## config.mk

```make
export PLATFORM = sky130hd
export DESIGN_NAME = rtfcc_top
export DESIGN_NICKNAME = d
export VERILOG_FILES = /design/src/rtfcc_pkg.sv /design/src/rtfcc_pad.sv /design/src/rtfcc_top.sv
export SDC_FILE = /design/constraint.sdc
export NUM_CORES = 1
export LEC_CHECK = 0
export BUFFER_PORTS_ARGS = -buffer_cell sky130_fd_sc_hd__buf_2
export CAP_MARGIN = 15
export CORE_ASPECT_RATIO = 1.75
export CORE_MARGIN = 4
export CORE_UTILIZATION = 44
export CTS_CLUSTER_DIAMETER = 150
export DETAILED_ROUTE_END_ITERATION = 16
export GPL_ROUTABILITY_DRIVEN = 0
export PLACE_DENSITY_LB_ADDON = 0.3
export SETUP_SLACK_MARGIN = 0.1
export SLEW_MARGIN = 15
export SYNTH_ARGS = -nofsm -noshare
export SYNTH_HDL_FRONTEND = slang
export SYNTH_SLANG_ARGS = --single-unit
```

## constraint.sdc

```tcl
create_clock -name clk_sys -period 2 [get_ports clk_sys]
set_clock_uncertainty 0.05 [all_clocks]
set_input_delay 0.4 -clock clk_sys [delete_from_list [all_inputs] [get_ports clk_sys]]
set_output_delay 0.4 -clock clk_sys [all_outputs]
set_load 0.05 [all_outputs]
```

## src/rtfcc_pkg.sv

```systemverilog
/*
  rtfcc_pkg: register offsets, field positions, reset values and encodings
  for the receive/transmit configuration control block.
  Assumes a 32-bit host register port with byte addresses.
*/
package rtfcc_pkg;
  localparam logic [7:0]  RTFCC_OFF_RX_CFG      = 8'h6C;
  localparam logic [7:0]  RTFCC_OFF_TX_CFG      = 8'h70;
  // receive configuration fields
  localparam int          RTFCC_RX_ALIGN_HI     = 31;
  localparam int          RTFCC_RX_ALIGN_LO     = 30;
  localparam int          RTFCC_RX_FLUSH_BIT    = 15;
  localparam int          RTFCC_RX_OFF_HI       = 12;
  localparam int          RTFCC_RX_OFF_LO       = 8;
  // transmit configuration fields
  localparam int          RTFCC_TX_SFLUSH_BIT   = 15;
  localparam int          RTFCC_TX_DFLUSH_BIT   = 14;
  localparam int          RTFCC_TX_SOA_BIT      = 2;
  localparam int          RTFCC_TX_ON_BIT       = 1;
  localparam int          RTFCC_TX_STOP_BIT     = 0;
  // reset values
  localparam logic [1:0]  RTFCC_RST_ALIGN       = 2'h0;
  localparam logic [4:0]  RTFCC_RST_OFFSET      = 5'h00;
  // end alignment codes
  typedef enum logic [1:0] {
    RTFCC_ALIGN_4  = 2'b00,
    RTFCC_ALIGN_16 = 2'b01,
    RTFCC_ALIGN_32 = 2'b10,
    RTFCC_ALIGN_RSV = 2'b11
  } rtfcc_align_type;
  // dwords per alignment unit
  localparam logic [3:0]  RTFCC_DW_4            = 4'h1;
  localparam logic [3:0]  RTFCC_DW_16           = 4'h4;
  localparam logic [3:0]  RTFCC_DW_32           = 4'h8;
endpackage

```

## src/rtfcc_pad.sv

```systemverilog
/*
  rtfcc_pad: counts dwords read from a receive buffer and, on the last
  data transfer, demands filler dwords up to the selected end alignment.
  Assumes one read pulse per dword and a last-data flag from the FIFO.
*/
`timescale 1ns/1ns
module rtfcc_pad
  import rtfcc_pkg::*;
(
  input  wire logic       clk_sys,     // system clock
  input  wire logic       rst_n,       // sync reset, low
  input  wire logic       clear,       // flush resets position
  input  wire logic [1:0] align,       // end alignment code
  input  wire logic       rd,          // host dword read
  input  wire logic       last_data,   // read carries last real dword
  output logic            pad_active,  // filler dwords being returned
  output logic            pad_dword    // current read is filler
);
  logic [2:0] pos;
  logic [3:0] unit;

  // reserved code treated as plain dword alignment
  always_comb begin
    case (align)
      RTFCC_ALIGN_16: unit = RTFCC_DW_16;
      RTFCC_ALIGN_32: unit = RTFCC_DW_32;
      default:        unit = RTFCC_DW_4;
    endcase
  end

  assign pad_dword = pad_active;

  // position within the alignment unit, filler until the boundary
  always_ff @(posedge clk_sys) begin
    if (!rst_n || clear) begin
      pos        <= 3'h0;
      pad_active <= 1'b0;
    end else if (rd) begin
      if ({1'b0, pos} + 4'h1 >= unit) begin
        pos        <= 3'h0;
        pad_active <= 1'b0;
      end else begin
        pos        <= pos + 3'h1;
        pad_active <= pad_active | last_data;
      end
    end
  end
endmodule // rtfcc_pad

```

## src/rtfcc_top.sv

```systemverilog
/*
  rtfcc_top: receive and transmit configuration registers with flush,
  receive data offset, end-alignment padding and transmitter start/stop.
  Assumes a single-cycle host register port in the clk_sys domain and
  a transmit engine that reports frame-in-progress and status-full.
  The offset low bits are applied at once, so the host must keep the
  receiver halted and purged while it changes them; nothing here checks
  that, and a mid-packet change would corrupt the byte lanes.
*/
`timescale 1ns/1ns
module rtfcc_top
  import rtfcc_pkg::*;
(
  input  wire logic        clk_sys,         // system clock, 50 MHz
  input  wire logic        rst_n,           // sync reset, low
  input  wire logic [7:0]  reg_addr,        // register byte address
  input  wire logic        reg_wr,          // write strobe
  input  wire logic        reg_rd,          // read strobe
  input  wire logic [31:0] reg_wdata,       // write data
  output logic [31:0]      reg_rdata,       // read data, registered
  input  wire logic        tx_busy,         // frame in progress
  input  wire logic        tsf_full,        // tx status FIFO full
  input  wire logic        rx_rd,           // rx data dword read
  input  wire logic        rx_last,         // read holds last real dword
  output logic             rx_ptr_clear,    // pulse: zero rx data/status pointers
  output logic             txs_ptr_clear,   // pulse: zero tx status pointers
  output logic             txd_ptr_clear,   // pulse: zero tx data pointers
  output logic [4:0]       rx_offset_eff,   // offset applied to packet start
  output logic             rx_pad,          // current read is filler dword
  output logic             tx_run,          // transmitter may send
  output logic             tsf_full_irq     // status full event to irq logic
);
  logic [1:0] receive_align;
  logic [4:0] receive_byte_offset;
  logic       status_overrun_allow;
  logic       tx_on;
  logic       stop_req;
  logic       pad_active;
  logic       pad_dword;
  logic       wr_rx;
  logic       wr_tx;
  logic       tx_halted;
  logic       wr_rx_flush;      // write of one to receive flush
  logic       wr_txs_flush;     // write of one to status flush
  logic       wr_txd_flush;     // write of one to data flush
  logic       wr_stop;          // write of one to stop request
  logic       suspend_full;     // full status FIFO holds sending
  logic       next_tx_run;      // send permission for next cycle
  logic [4:0] next_offset_eff;  // offset applied after this edge
  logic [31:0] next_rdata;      // readback word before its register

  assign wr_rx     = reg_wr && (reg_addr == RTFCC_OFF_RX_CFG);
  assign wr_tx     = reg_wr && (reg_addr == RTFCC_OFF_TX_CFG);
  // halted once no frame remains in flight
  assign tx_halted = !tx_busy;

  // per-bit write strobes; a written zero reaches none of them
  assign wr_rx_flush  = wr_rx && reg_wdata[RTFCC_RX_FLUSH_BIT];
  assign wr_txs_flush = wr_tx && reg_wdata[RTFCC_TX_SFLUSH_BIT];
  assign wr_txd_flush = wr_tx && reg_wdata[RTFCC_TX_DFLUSH_BIT];
  assign wr_stop      = wr_tx && reg_wdata[RTFCC_TX_STOP_BIT];

  // receive configuration storage
  always_ff @(posedge clk_sys) begin
    if (!rst_n) begin
      receive_align       <= RTFCC_RST_ALIGN;
      receive_byte_offset <= RTFCC_RST_OFFSET;
    end else if (wr_rx) begin
      receive_align       <= reg_wdata[RTFCC_RX_ALIGN_HI:RTFCC_RX_ALIGN_LO];
      // low bits trusted to be changed only when halted
      receive_byte_offset <= reg_wdata[RTFCC_RX_OFF_HI:RTFCC_RX_OFF_LO];
    end
  end

  // low bits follow the register at once, the host keeping the receiver
  // halted meanwhile; upper dword bits must wait for the next dword read
  always_comb begin
    next_offset_eff      = rx_offset_eff;
    next_offset_eff[1:0] = receive_byte_offset[1:0];
    if (rx_rd) begin
      next_offset_eff[4:2] = receive_byte_offset[4:2];
    end
  end

  // effective offset register
  always_ff @(posedge clk_sys) begin
    if (!rst_n) begin
      rx_offset_eff <= RTFCC_RST_OFFSET;
    end else begin
      rx_offset_eff <= next_offset_eff;
    end
  end

  // flush pulses; the bits themselves never store, so read as zero
  always_ff @(posedge clk_sys) begin
    if (!rst_n) begin
      rx_ptr_clear  <= 1'b0;
      txs_ptr_clear <= 1'b0;
      txd_ptr_clear <= 1'b0;
    end else begin
      rx_ptr_clear  <= wr_rx_flush;
      txs_ptr_clear <= wr_txs_flush;
      txd_ptr_clear <= wr_txd_flush;
    end
  end

  // overrun allow is plain storage
  always_ff @(posedge clk_sys) begin
    if (!rst_n) begin
      status_overrun_allow <= 1'b0;
    end else if (wr_tx) begin
      status_overrun_allow <= reg_wdata[RTFCC_TX_SOA_BIT];
    end
  end

  // stop request: set by write of one, locked while high, cleared on halt
  always_ff @(posedge clk_sys) begin
    if (!rst_n) begin
      stop_req <= 1'b0;
    end else if (stop_req) begin
      if (tx_halted) begin
        stop_req <= 1'b0;
      end
    end else if (wr_stop) begin
      stop_req <= 1'b1;
    end
  end

  // enable: cleared by hardware when the stop completes, halt wins over write
  always_ff @(posedge clk_sys) begin
    if (!rst_n) begin
      tx_on <= 1'b0;
    end else if (stop_req && tx_halted) begin
      tx_on <= 1'b0;
    end else if (wr_tx) begin
      tx_on <= reg_wdata[RTFCC_TX_ON_BIT];
    end
  end

  // full status FIFO holds sending unless overrun is allowed
  assign suspend_full = tsf_full && !status_overrun_allow;

  // permission to send; a pending stop still lets the running frame end
  always_comb begin
    next_tx_run = 1'b0;
    if (tx_on && !suspend_full) begin
      next_tx_run = !stop_req || tx_busy;
    end
  end

  // the full event goes on to the interrupt logic whatever the allow bit says
  always_ff @(posedge clk_sys) begin
    if (!rst_n) begin
      tx_run       <= 1'b0;
      tsf_full_irq <= 1'b0;
    end else begin
      tx_run       <= next_tx_run;
      tsf_full_irq <= tsf_full;
    end
  end

  // padding counter; a receive flush also restarts its position
  rtfcc_pad u_pad (
    .clk_sys    (clk_sys),
    .rst_n      (rst_n),
    .clear      (rx_ptr_clear),
    .align      (receive_align),
    .rd         (rx_rd),
    .last_data  (rx_last),
    .pad_active (pad_active),
    .pad_dword  (pad_dword)
  );

  // filler flag, one register late so it lines up with the next host read
  always_ff @(posedge clk_sys) begin
    if (!rst_n) begin
      rx_pad <= 1'b0;
    end else begin
      rx_pad <= pad_dword && pad_active;
    end
  end

  // readback word; reserved and flush bits stay zero, the stop bit reads back its pending request
  always_comb begin
    next_rdata = 32'h0000_0000;
    case (reg_addr)
      RTFCC_OFF_RX_CFG: begin
        next_rdata[RTFCC_RX_ALIGN_HI:RTFCC_RX_ALIGN_LO] = receive_align;
        next_rdata[RTFCC_RX_OFF_HI:RTFCC_RX_OFF_LO]     = receive_byte_offset;
      end
      RTFCC_OFF_TX_CFG: begin
        next_rdata[RTFCC_TX_SOA_BIT]  = status_overrun_allow;
        next_rdata[RTFCC_TX_ON_BIT]   = tx_on;
        next_rdata[RTFCC_TX_STOP_BIT] = stop_req;
      end
      default: next_rdata = 32'h0000_0000;
    endcase
  end

  // read data register, held until the next read strobe
  always_ff @(posedge clk_sys) begin
    if (!rst_n) begin
      reg_rdata <= 32'h0000_0000;
    end else if (reg_rd) begin
      reg_rdata <= next_rdata;
    end
  end
endmodule // rtfcc_top

```

==> impl_metrics.tcl, run 1 <==
set metrics [dict create \
    outcome "finished clean" \
    drive_above_1_share_pct 26.69 \
    synthArstFlopShare_pct 0 \
    grt_pass1_wl_um 5568 \
    cts_tree "yes" \
    synth.avg_cell_area_um2 9.037 \
    whs_path_depth 3 \
    clock-sinks 35 \
    clkSlewWorstSetupHoldPaths_ps 70 \
    ys_ff_latch 35 \
    overflow 0 \
    hold_end "txd_ptr_clear$_SDFF_PN0_" \
    regToRegSetupSlack_ps 200 \
    fin_hold_ws_ps 285.6 \
    netlist_top_cells_count "35 x dfxtp_1, 22 x buf_4, 17 x nand2_1" \
    end_kind "register" \
    syn_inst 184 \
    p_leak_uw 0.0009602 \
    clock_path_buffers 2 \
    r2r_start "u_pad.pos[0]$_SDFFE_PP0P_" \
    power.internal_uw 982.8 \
    netlist_area_mm2 0.001663 \
    placed_cells 274 \
    hold_viol_final 0 \
    area_growth_pct 19.86 \
    crit_type "register to register" \
    power_switching_uw 377.6 \
    p_per_area_mw_per_mm2 682.5 \
    setup_viol 0 \
    io_buffers 48 \
    num_vias 1354 \
    placement.cell_area_mm2 0.001893 \
    dr.pass1.iters 4 \
    synth_cell_types 30 \
    synth_edf_count 0 \
    pwr-share-seq_pct 51.5 \
    fp.dieW_um 54.47 \
    std_cell_rows 29 \
    clock.fmax_mhz 555.3 \
    ys_seq_area_share_pct 42.14 \
    diodes 0 \
    rsz0062_at_grt "no" \
    cp.required_ps 2160 \
    grt_usage_pct 15.65 \
    critPathMaxFanout 3 \
    grt_antenna_before_repair 0 \
    coreArea_mm2 0.003628 \
    viasPerCell 4.801 \
    p_sw_share_pct 27.76 \
    start_util_pct 45.83 \
    wire_per_inst_um 12.37 \
    p_comb_share_pct 13.1 \
    grt_start_max_net_pins 26 \
    fin_crit_ps 1801 \
    dr.first_iter.drc_count 4 \
    p_clk_share_pct 35.4 \
    routed_wl_um 3489 \
    cts_buffers 5 \
    insertion_delay_ps 280 \
    io-pin-count 91 \
    crit_path_start_kind "register" \
    reg2reg_depth 7 \
    drc 0 \
    die_h_um 89.33 \
    drv_cap 0 \
    ant_nets 0 \
    vdd_ir_drop_max_v 0.0004920 \
    dieArea_mm2 0.004866 \
    crit_arrival_ps 1960 \
    synth.most_common_cell "dfxtp_1" \
    final_max_slew_viol_count 0 \
    ys.flop_type "dfxtp_1" \
    postLayoutCellArea_mm2 0.001993 \
    yosysTopAreaCell "dfxtp_1" \
    postCtsHoldBufs 0 \
    synth_area_leaders "dfxtp_1 42%, buf_4 9.9%, mux2i_1 7.2%" \
    yosys_warnings 0 \
    hold_path_class "input port to register" \
    stdcell_count 282 \
    r2r-end "u_pad.pos[2]$_SDFFE_PP0P_" \
    grt_pass1_vias 1328 \
    dp_hpwl_um 2689 \
    cts_root_buf "clkbuf_8" \
    hold_start "reg_wdata[14]" \
    nNetsFinal 289 \
    synth_top_area_share_pct 42.14 \
    htree_levels 2 \
    period_share_pct 90.03 \
    fin_tns_setup_ps 0 \
]
[sequential cells by signal, summed over array words and instances, names as in the netlist, 2 cells and up]
register and count:
u_pad.pos 3, rx_offset_eff 5, reg_rdata 10, receive_byte_offset 5, receive_align 2
[cell families after synthesis]
kind of cell / synth area share, %
muxes: 7.224
DFF: 42.14
AOI/OAI and AO/OA: 8.428
xor gates and xnor gates: 0.5268
other: 0.2255
adders and majority gates: 4.515
and+or+nand+nor: 23.10
buffers and inverters: 13.84
[power by group through the flow]
stage                     clock network (µW)  logic [µW]  registers, µW
after floorplan                            0         164            722
after global placement                     0         176            716
after detailed placement                   0         178            716
after CTS                                500         178            700
after global routing                     525         191            700
final                                    481         179            700
[worst max-delay path by stage]
| stage | startpoint | end | slack, ps | cells past startpoint |
|---|---|---|---|---|
| 6_report | u_pad.pos[0]$_SDFFE_PP0P_ | u_pad.pos[2]$_SDFFE_PP0P_ | 200 | 7 |
| 5_1_grt | u_pad.pos[0]$_SDFFE_PP0P_ | u_pad.pad_active$_SDFFE_PP0P_ | 110 | 6 |
| 4_1_cts | u_pad.pos[1]$_SDFFE_PP0P_ | u_pad.pad_active$_SDFFE_PP0P_ | 120 | 6 |
| 3_3_place_gp | receive_align[0]$_SDFFE_PN0P_ | u_pad.pos[2]$_SDFFE_PP0P_ | 90 | 7 |
| 2_1_floorplan | receive_align[0]$_SDFFE_PN0P_ | u_pad.pad_active$_SDFFE_PP0P_ | 200 | 6 |
| 3_5_place_dp | receive_align[0]$_SDFFE_PN0P_ | u_pad.pos[2]$_SDFFE_PP0P_ | 70 | 7 |
[repair_timing]
action | in CTS | in global routing
cloned | 0 | 0
setup buffers | 0 | 0
pin swaps | 0 | 2
resized for setup | 1 | 3
setup endpoints to repair | 2 | 3
[placed cells by master, fill, tap and decap left out]
cell and instances:
buf_2 48, dfxtp_1 35, conb_1 22, nand2_1 17, o21ai_0 14, mux2i_1 12
nand3_1 12, nand3b_1 10, inv_1 9, ha_1 6, nor2b_1 5, clkbuf_8 5
nor2_1 4, nand2b_1 4, a21oi_1 4, buf_4 4, nand4_1 3, o211ai_1 3
nor4b_4 2, nor3b_1 2, and2_1 2, clkbuf_1 2, and3_1 1, xor2_1 1
and4b_1 1, nand3_2 1, o22ai_1 1, o21ai_2 1, and3b_1 1, o221ai_1 1
a211oi_1 1, clkinv_2 1, buf_12 1
[routing by layer]
metal | global-route usage [%] | share of wire, %
met5 | 0 | 0
met4 | 7.710 | 2.5
met3 | 4.007 | 6.7
met2 | 27.70 | 54
met1 | 16.41 | 37
[metrics by stage]
step	worst slack, ps	utilization (%)	total power (µW)
after floorplan	198.9	-	885.3
after global placement	87.64	52.17	891.7
after detailed placement	74.67	52.17	894.3
after CTS	122.2	54.59	1378
after global routing	108.4	54.93	1416
final	199.3	54.93	1360
[critical path, cell delays in order, from the launching register on]
cell and delay (ps):
dfxtp_1 320, ha_1 240, xor2_1 160, ha_1 260, nor4b_4 290, buf_4 150
o221ai_1 110, a21oi_1 150
[area by class of cell]
cell class | count | area (µm²)
Fill cell | 379 | 1635
Multi-Input combinational cell | 131 | 829.5
Sequential cell | 35 | 700.7
Timing Repair Buffer | 53 | 290.3
Clock buffer | 7 | 76.32
Tap cell | 46 | 57.56
Inverter | 9 | 33.78
Clock inverter | 1 | 5.005
(Power assumes the default switching activity.)
==> inputs of run 2 (changes only) <==
- CORE_ASPECT_RATIO: 1.75 -> 1.25
==> run 2 against run 1 <==
  * Hold slack got worse by 2.4 ps
  * Core utilization rose by 0.50 points
  * Sequential share of layout area rose by 0.22 points
  * First-iteration DRC count rose to 10 times the previous value
==> impl_metrics.tcl, run 2 (synthesized netlist as in run 1, its figures left out) <==
set metrics [dict create \
    outcome "finished clean" \
    clock-sinks 35 \
    fp.dieW_um 62.99 \
    p_per_area_mw_per_mm2 688.7 \
    dr_wl_met2_um 1619 \
    critPathMaxFanout 2 \
    diodes 0 \
    p_leak_uw 0.0009584 \
    grt_pass1_wl_um 5602 \
    end_kind "register" \
    crit_path_start_kind "register" \
    placement.cell_area_mm2 0.001884 \
    num_vias 1342 \
    crit_arrival_ps 1990 \
    die_h_um 76.73 \
    drc 0 \
    dr_wl_met3_um 249 \
    wire_per_inst_um 12.14 \
    insertion_delay_ps 280 \
    p_clk_share_pct 35.6 \
    p_sw_share_pct 27.95 \
    std_cell_rows 24 \
    grt_start_max_net_pins 31 \
    htree_levels 2 \
    top_layer "met4" \
    final_cell_mix "48 x buf_2, 35 x dfxtp_1, 22 x conb_1" \
    top_regs "reg_rdata (10), receive_byte_offset (5), rx_offset_eff (5)" \
    hold_viol_final 0 \
    largest_reg_flops 10 \
    fin_tns_setup_ps 0 \
    regMostFlops "reg_rdata" \
    period_share_pct 91.00 \
    drv_cap 0 \
    wl_met1_um 1409 \
    dp_hpwl_um 2476 \
    dr.first_iter.drc_count 40 \
    start_util_pct 46.53 \
    cts_buffers 5 \
    io_buffers 48 \
    cts_tree "yes" \
    grt_usage_pct 14.23 \
    dieArea_mm2 0.004833 \
    vdd_ir_drop_max_v 0.0004563 \
    clock.fmax_mhz 549.4 \
    p_comb_share_pct 13.1 \
    overflow 0 \
    postCtsHoldBufs 0 \
    clkSlewWorstSetupHoldPaths_ps 70 \
    cts_root_buf "clkbuf_8" \
    drive_above_1_share_pct 26.27 \
    final_max_slew_viol_count 0 \
    nNetsFinal 289 \
    clock_path_buffers 2 \
    crit_type "register to register" \
    io-pin-count 91 \
    setup_viol 0 \
    viasPerCell 4.880 \
    dr.pass1.iters 4 \
    area_growth_pct 19.11 \
    cp.required_ps 2170 \
    power.internal_uw 982.8 \
    hold_path_class "input port to register" \
    postLayoutCellArea_mm2 0.001981 \
    coreArea_mm2 0.003573 \
    placed_cells 267 \
    power_switching_uw 381.2 \
    stdcell_count 275 \
    routed_wl_um 3339 \
    p_total_uw 1364 \
    mostFrequentLayoutCell "buf_2" \
    rsz0062_at_grt "no" \
    fin_crit_ps 1820 \
    ant_nets 0 \
    grt_antenna_before_repair 0 \
    grt_pass1_vias 1251 \
    pwr-share-seq_pct 51.3 \
]
-- run 2: critical path, stage by stage (launching register included) --
cell      delay [ps]
dfxtp_1          330
inv_1             40
ha_1             280
ha_1             320
nor4b_4          310
buf_4            160
o221ai_1         120
a21oi_1          140
-- run 2: layer usage --
metal | global-route usage (%) | up-vias
met3 | 5.117 | 5
li1 | - | 686
met2 | 23.55 | 41
met4 | 5.960 | 0
met1 | 16.41 | 610
met5 | 0 | -
-- run 2: area by class of cell --
class                      count  area (µm²)
clock buffer                   7       76.32
clock inverter                 1       5.005
fill                         347        1593
inverter                       9       33.78
multi-input combinational    131       825.8
sequential                    35       700.7
tap                           39       48.80
timing repair buffer          53       290.3
-- run 2: final timing paths --
path / start / to / slack, ps / depth (start not counted)
min: reg_wdata[14] / txd_ptr_clear$_SDFF_PN0_ / 280 / 3
max reg2reg: receive_align[0]$_SDFFE_PN0P_ / u_pad.pos[2]$_SDFFE_PP0P_ / 180 / 7
max: receive_align[0]$_SDFFE_PN0P_ / u_pad.pos[2]$_SDFFE_PP0P_ / 180 / 7
min reg2reg: receive_byte_offset[0]$_SDFFE_PN0P_ / rx_offset_eff[0]$_SDFF_PN0_ / 410 / 2
-- run 2: metrics by stage --
stage,hold slack [ps],worst slack [ps],utilization (%)
after detailed placement,400.1,147.2,52.73
after global routing,287.3,62.34,55.43
after floorplan,377.5,198.9,-
after global placement,397.1,157.6,52.73
final,283.2,180.0,55.43
after CTS,272.5,140.2,55.01
-- run 2: repair_timing --
| item | CTS | global route |
|---|---|---|
| endpoints found under the setup margin | 0 | 4 |
| gates resized for setup | 0 | 3 |
| endpoints found under the hold margin | 0 | 0 |
| setup buffers | 0 | 0 |
-- run 2: power groups by stage --
stage | combinational (µW) | clock [µW] | sequential (µW)
after floorplan | 164 | 0 | 722
after global placement | 177 | 0 | 716
after detailed placement | 177 | 0 | 716
after CTS | 178 | 507 | 700
after global routing | 191 | 537 | 700
final | 178 | 486 | 700
==> inputs of run 3 (changes only) <==
- REMOVE_ABC_BUFFERS: not set -> 1
==> run 3 against run 2 <==
  * Flip-flop and latch count stayed put
  * Global-route usage is 0.51 points lower
  * Maximum frequency is 6.7% higher
  * Wire length is 0.12% lower
  * Largest power group is now the clock network
  * Combinational power hardly changed
  * Total power is 19% higher
==> impl_metrics.tcl, run 3 (synthesized netlist as in run 1, its figures left out) <==
set metrics [dict create \
    path_common_cell "ha_1" \
    overflow 0 \
    vdd_ir_drop_max_v 0.0005318 \
    crit_arrival_ps 1860 \
    critPathMaxFanout 3 \
    dr.first_iter.drc_count 36 \
    dr_wl_met3_um 324 \
    top_regs "reg_rdata (10), receive_byte_offset (5), rx_offset_eff (5)" \
    crit_path_start_kind "register" \
    num_vias 1325 \
    clock-sinks 35 \
    routed_wl_um 3335 \
    dieArea_mm2 0.004833 \
    dp_hpwl_um 2470 \
    nNetsFinal 288 \
    final_cell_mix "48 x buf_2, 35 x dfxtp_1, 22 x conb_1" \
    cts_tree "yes" \
    clock.fmax_mhz 586.4 \
    outcome "finished clean" \
    mostFrequentLayoutCell "buf_2" \
    slowest_delay_ps 330 \
    hold_path_class "input port to register" \
    grt_pass1_wl_um 5361 \
    p_leak_uw 0.0009699 \
    grt_antenna_before_repair 0 \
    fin_crit_ps 1705 \
    setup_viol 0 \
    wire_per_inst_um 12.17 \
    p_total_uw 1629 \
    grt_usage_pct 13.72 \
    drv_cap 0 \
    ant_nets 0 \
    dr.pass1.iters 4 \
    fp.dieW_um 62.99 \
    fin_tns_setup_ps 0 \
    rsz0062_at_grt "no" \
    coreArea_mm2 0.003573 \
    grt_pass1_vias 1213 \
    cp.required_ps 2150 \
    clkSlewWorstSetupHoldPaths_ps 70 \
    std_cell_rows 24 \
    hold_viol_final 0 \
    crit_family "adder cells" \
    diodes 0 \
    viasPerCell 4.836 \
    cts_root_buf "clkbuf_8" \
    dr_wl_met2_um 1587 \
    cts_buffers 5 \
    largest_reg_flops 10 \
    top_layer "met4" \
    io-pin-count 91 \
    post-cts-setup-buffer-count 0 \
    wl_met1_um 1377 \
    drc 0 \
    htree_levels 2 \
    clock_path_buffers 2 \
    crit_type "register to register" \
    path_cells "ha_1 > xor2_1 > ha_1 > nor4b_4 > o21ai_0 > a211oi_1" \
    final_max_slew_viol_count 0 \
    cp_num_buf_inv 0 \
    end_kind "register" \
    final_util_pct 56.41 \
    cp_slowest_cell "dfxtp_1" \
    io_buffers 48 \
    drive_above_1_share_pct 26.81 \
    start_util_pct 46.53 \
    die_h_um 76.73 \
    regMostFlops "reg_rdata" \
    area_growth_pct 21.22 \
    p_per_area_mw_per_mm2 808.1 \
    period_share_pct 85.27 \
    insertion_delay_ps 290 \
    grt_start_max_net_pins 29 \
]
==> run 3: cell count changes in the layout (fill, tap and decap cells not counted), sizes merged <==
cell,delta
bufinv,+2
clkinv,-1
buf,-1
clkinvlp,+1
clkbuf,-2
==> run 3: path summary, 6_finish.rpt <==
| path | start | end | slack [ps] | cells after the start |
|---|---|---|---|---|
| worst max register to register | u_pad.pos[1]$_SDFFE_PP0P_ | u_pad.pad_active$_SDFFE_PP0P_ | 290 | 6 |
| worst min-delay path | reg_wdata[14] | txd_ptr_clear$_SDFF_PN0_ | 280 | 3 |
| worst max-delay path | u_pad.pos[1]$_SDFFE_PP0P_ | u_pad.pad_active$_SDFFE_PP0P_ | 290 | 6 |
| worst min register to register | u_pad.pad_active$_SDFFE_PP0P_ | rx_pad$_SDFF_PN0_ | 410 | 1 |
==> run 3: per-stage QoR <==
stage | hold WS, ps | std cells | area, µm² | setup WS [ps]
4_1_cts | 267.1 | 274 | 2007 | 189.1
3_3_place_gp | 395.0 | 266 | 1864 | 85.30
3_5_place_dp | 394.8 | 266 | 1864 | 97.14
5_1_grt | 283.1 | 274 | 2016 | 107.2
6_report | 278.3 | 274 | 2016 | 294.6
2_1_floorplan | 376.5 | 175 | 1545 | 198.9
==> run 3: area by class of cell <==
type	count	area (µm²)
clock buffer	5	68.82
clock inverter	3	67.56
fill	333	1558
inverter	9	33.78
multi-input combinational	131	825.8
sequential	35	700.7
tap	39	48.80
timing repair buffer	52	270.3
==> run 3: power by group <==
part | internal (µW) | switching, µW | total [µW]
registers | 699 | 0.774 | 700
clock network | 497 | 256 | 753
logic | 37.9 | 138 | 176
total | 1230 | 395 | 1630
==> run 3: metal layers <==
| layer | track usage, % | up-vias |
|---|---|---|
| met4 | 5.298 | 0 |
| met1 | 15.70 | 581 |
| met5 | 0 | - |
| li1 | - | 685 |
| met2 | 22.81 | 54 |
| met3 | 5.263 | 5 |
==> run 3: what timing repair did <==
item	in CTS	in global routing
gates resized for setup	1	2
pin swaps	0	2
hold buffers	0	0
setup endpoints to repair	1	4
==> run 3: worst register-to-register path: stages (launching register included) <==
cell,delay (ps)
dfxtp_1,330
ha_1,230
xor2_1,160
ha_1,240
nor4b_4,290
o21ai_0,130
a211oi_1,200
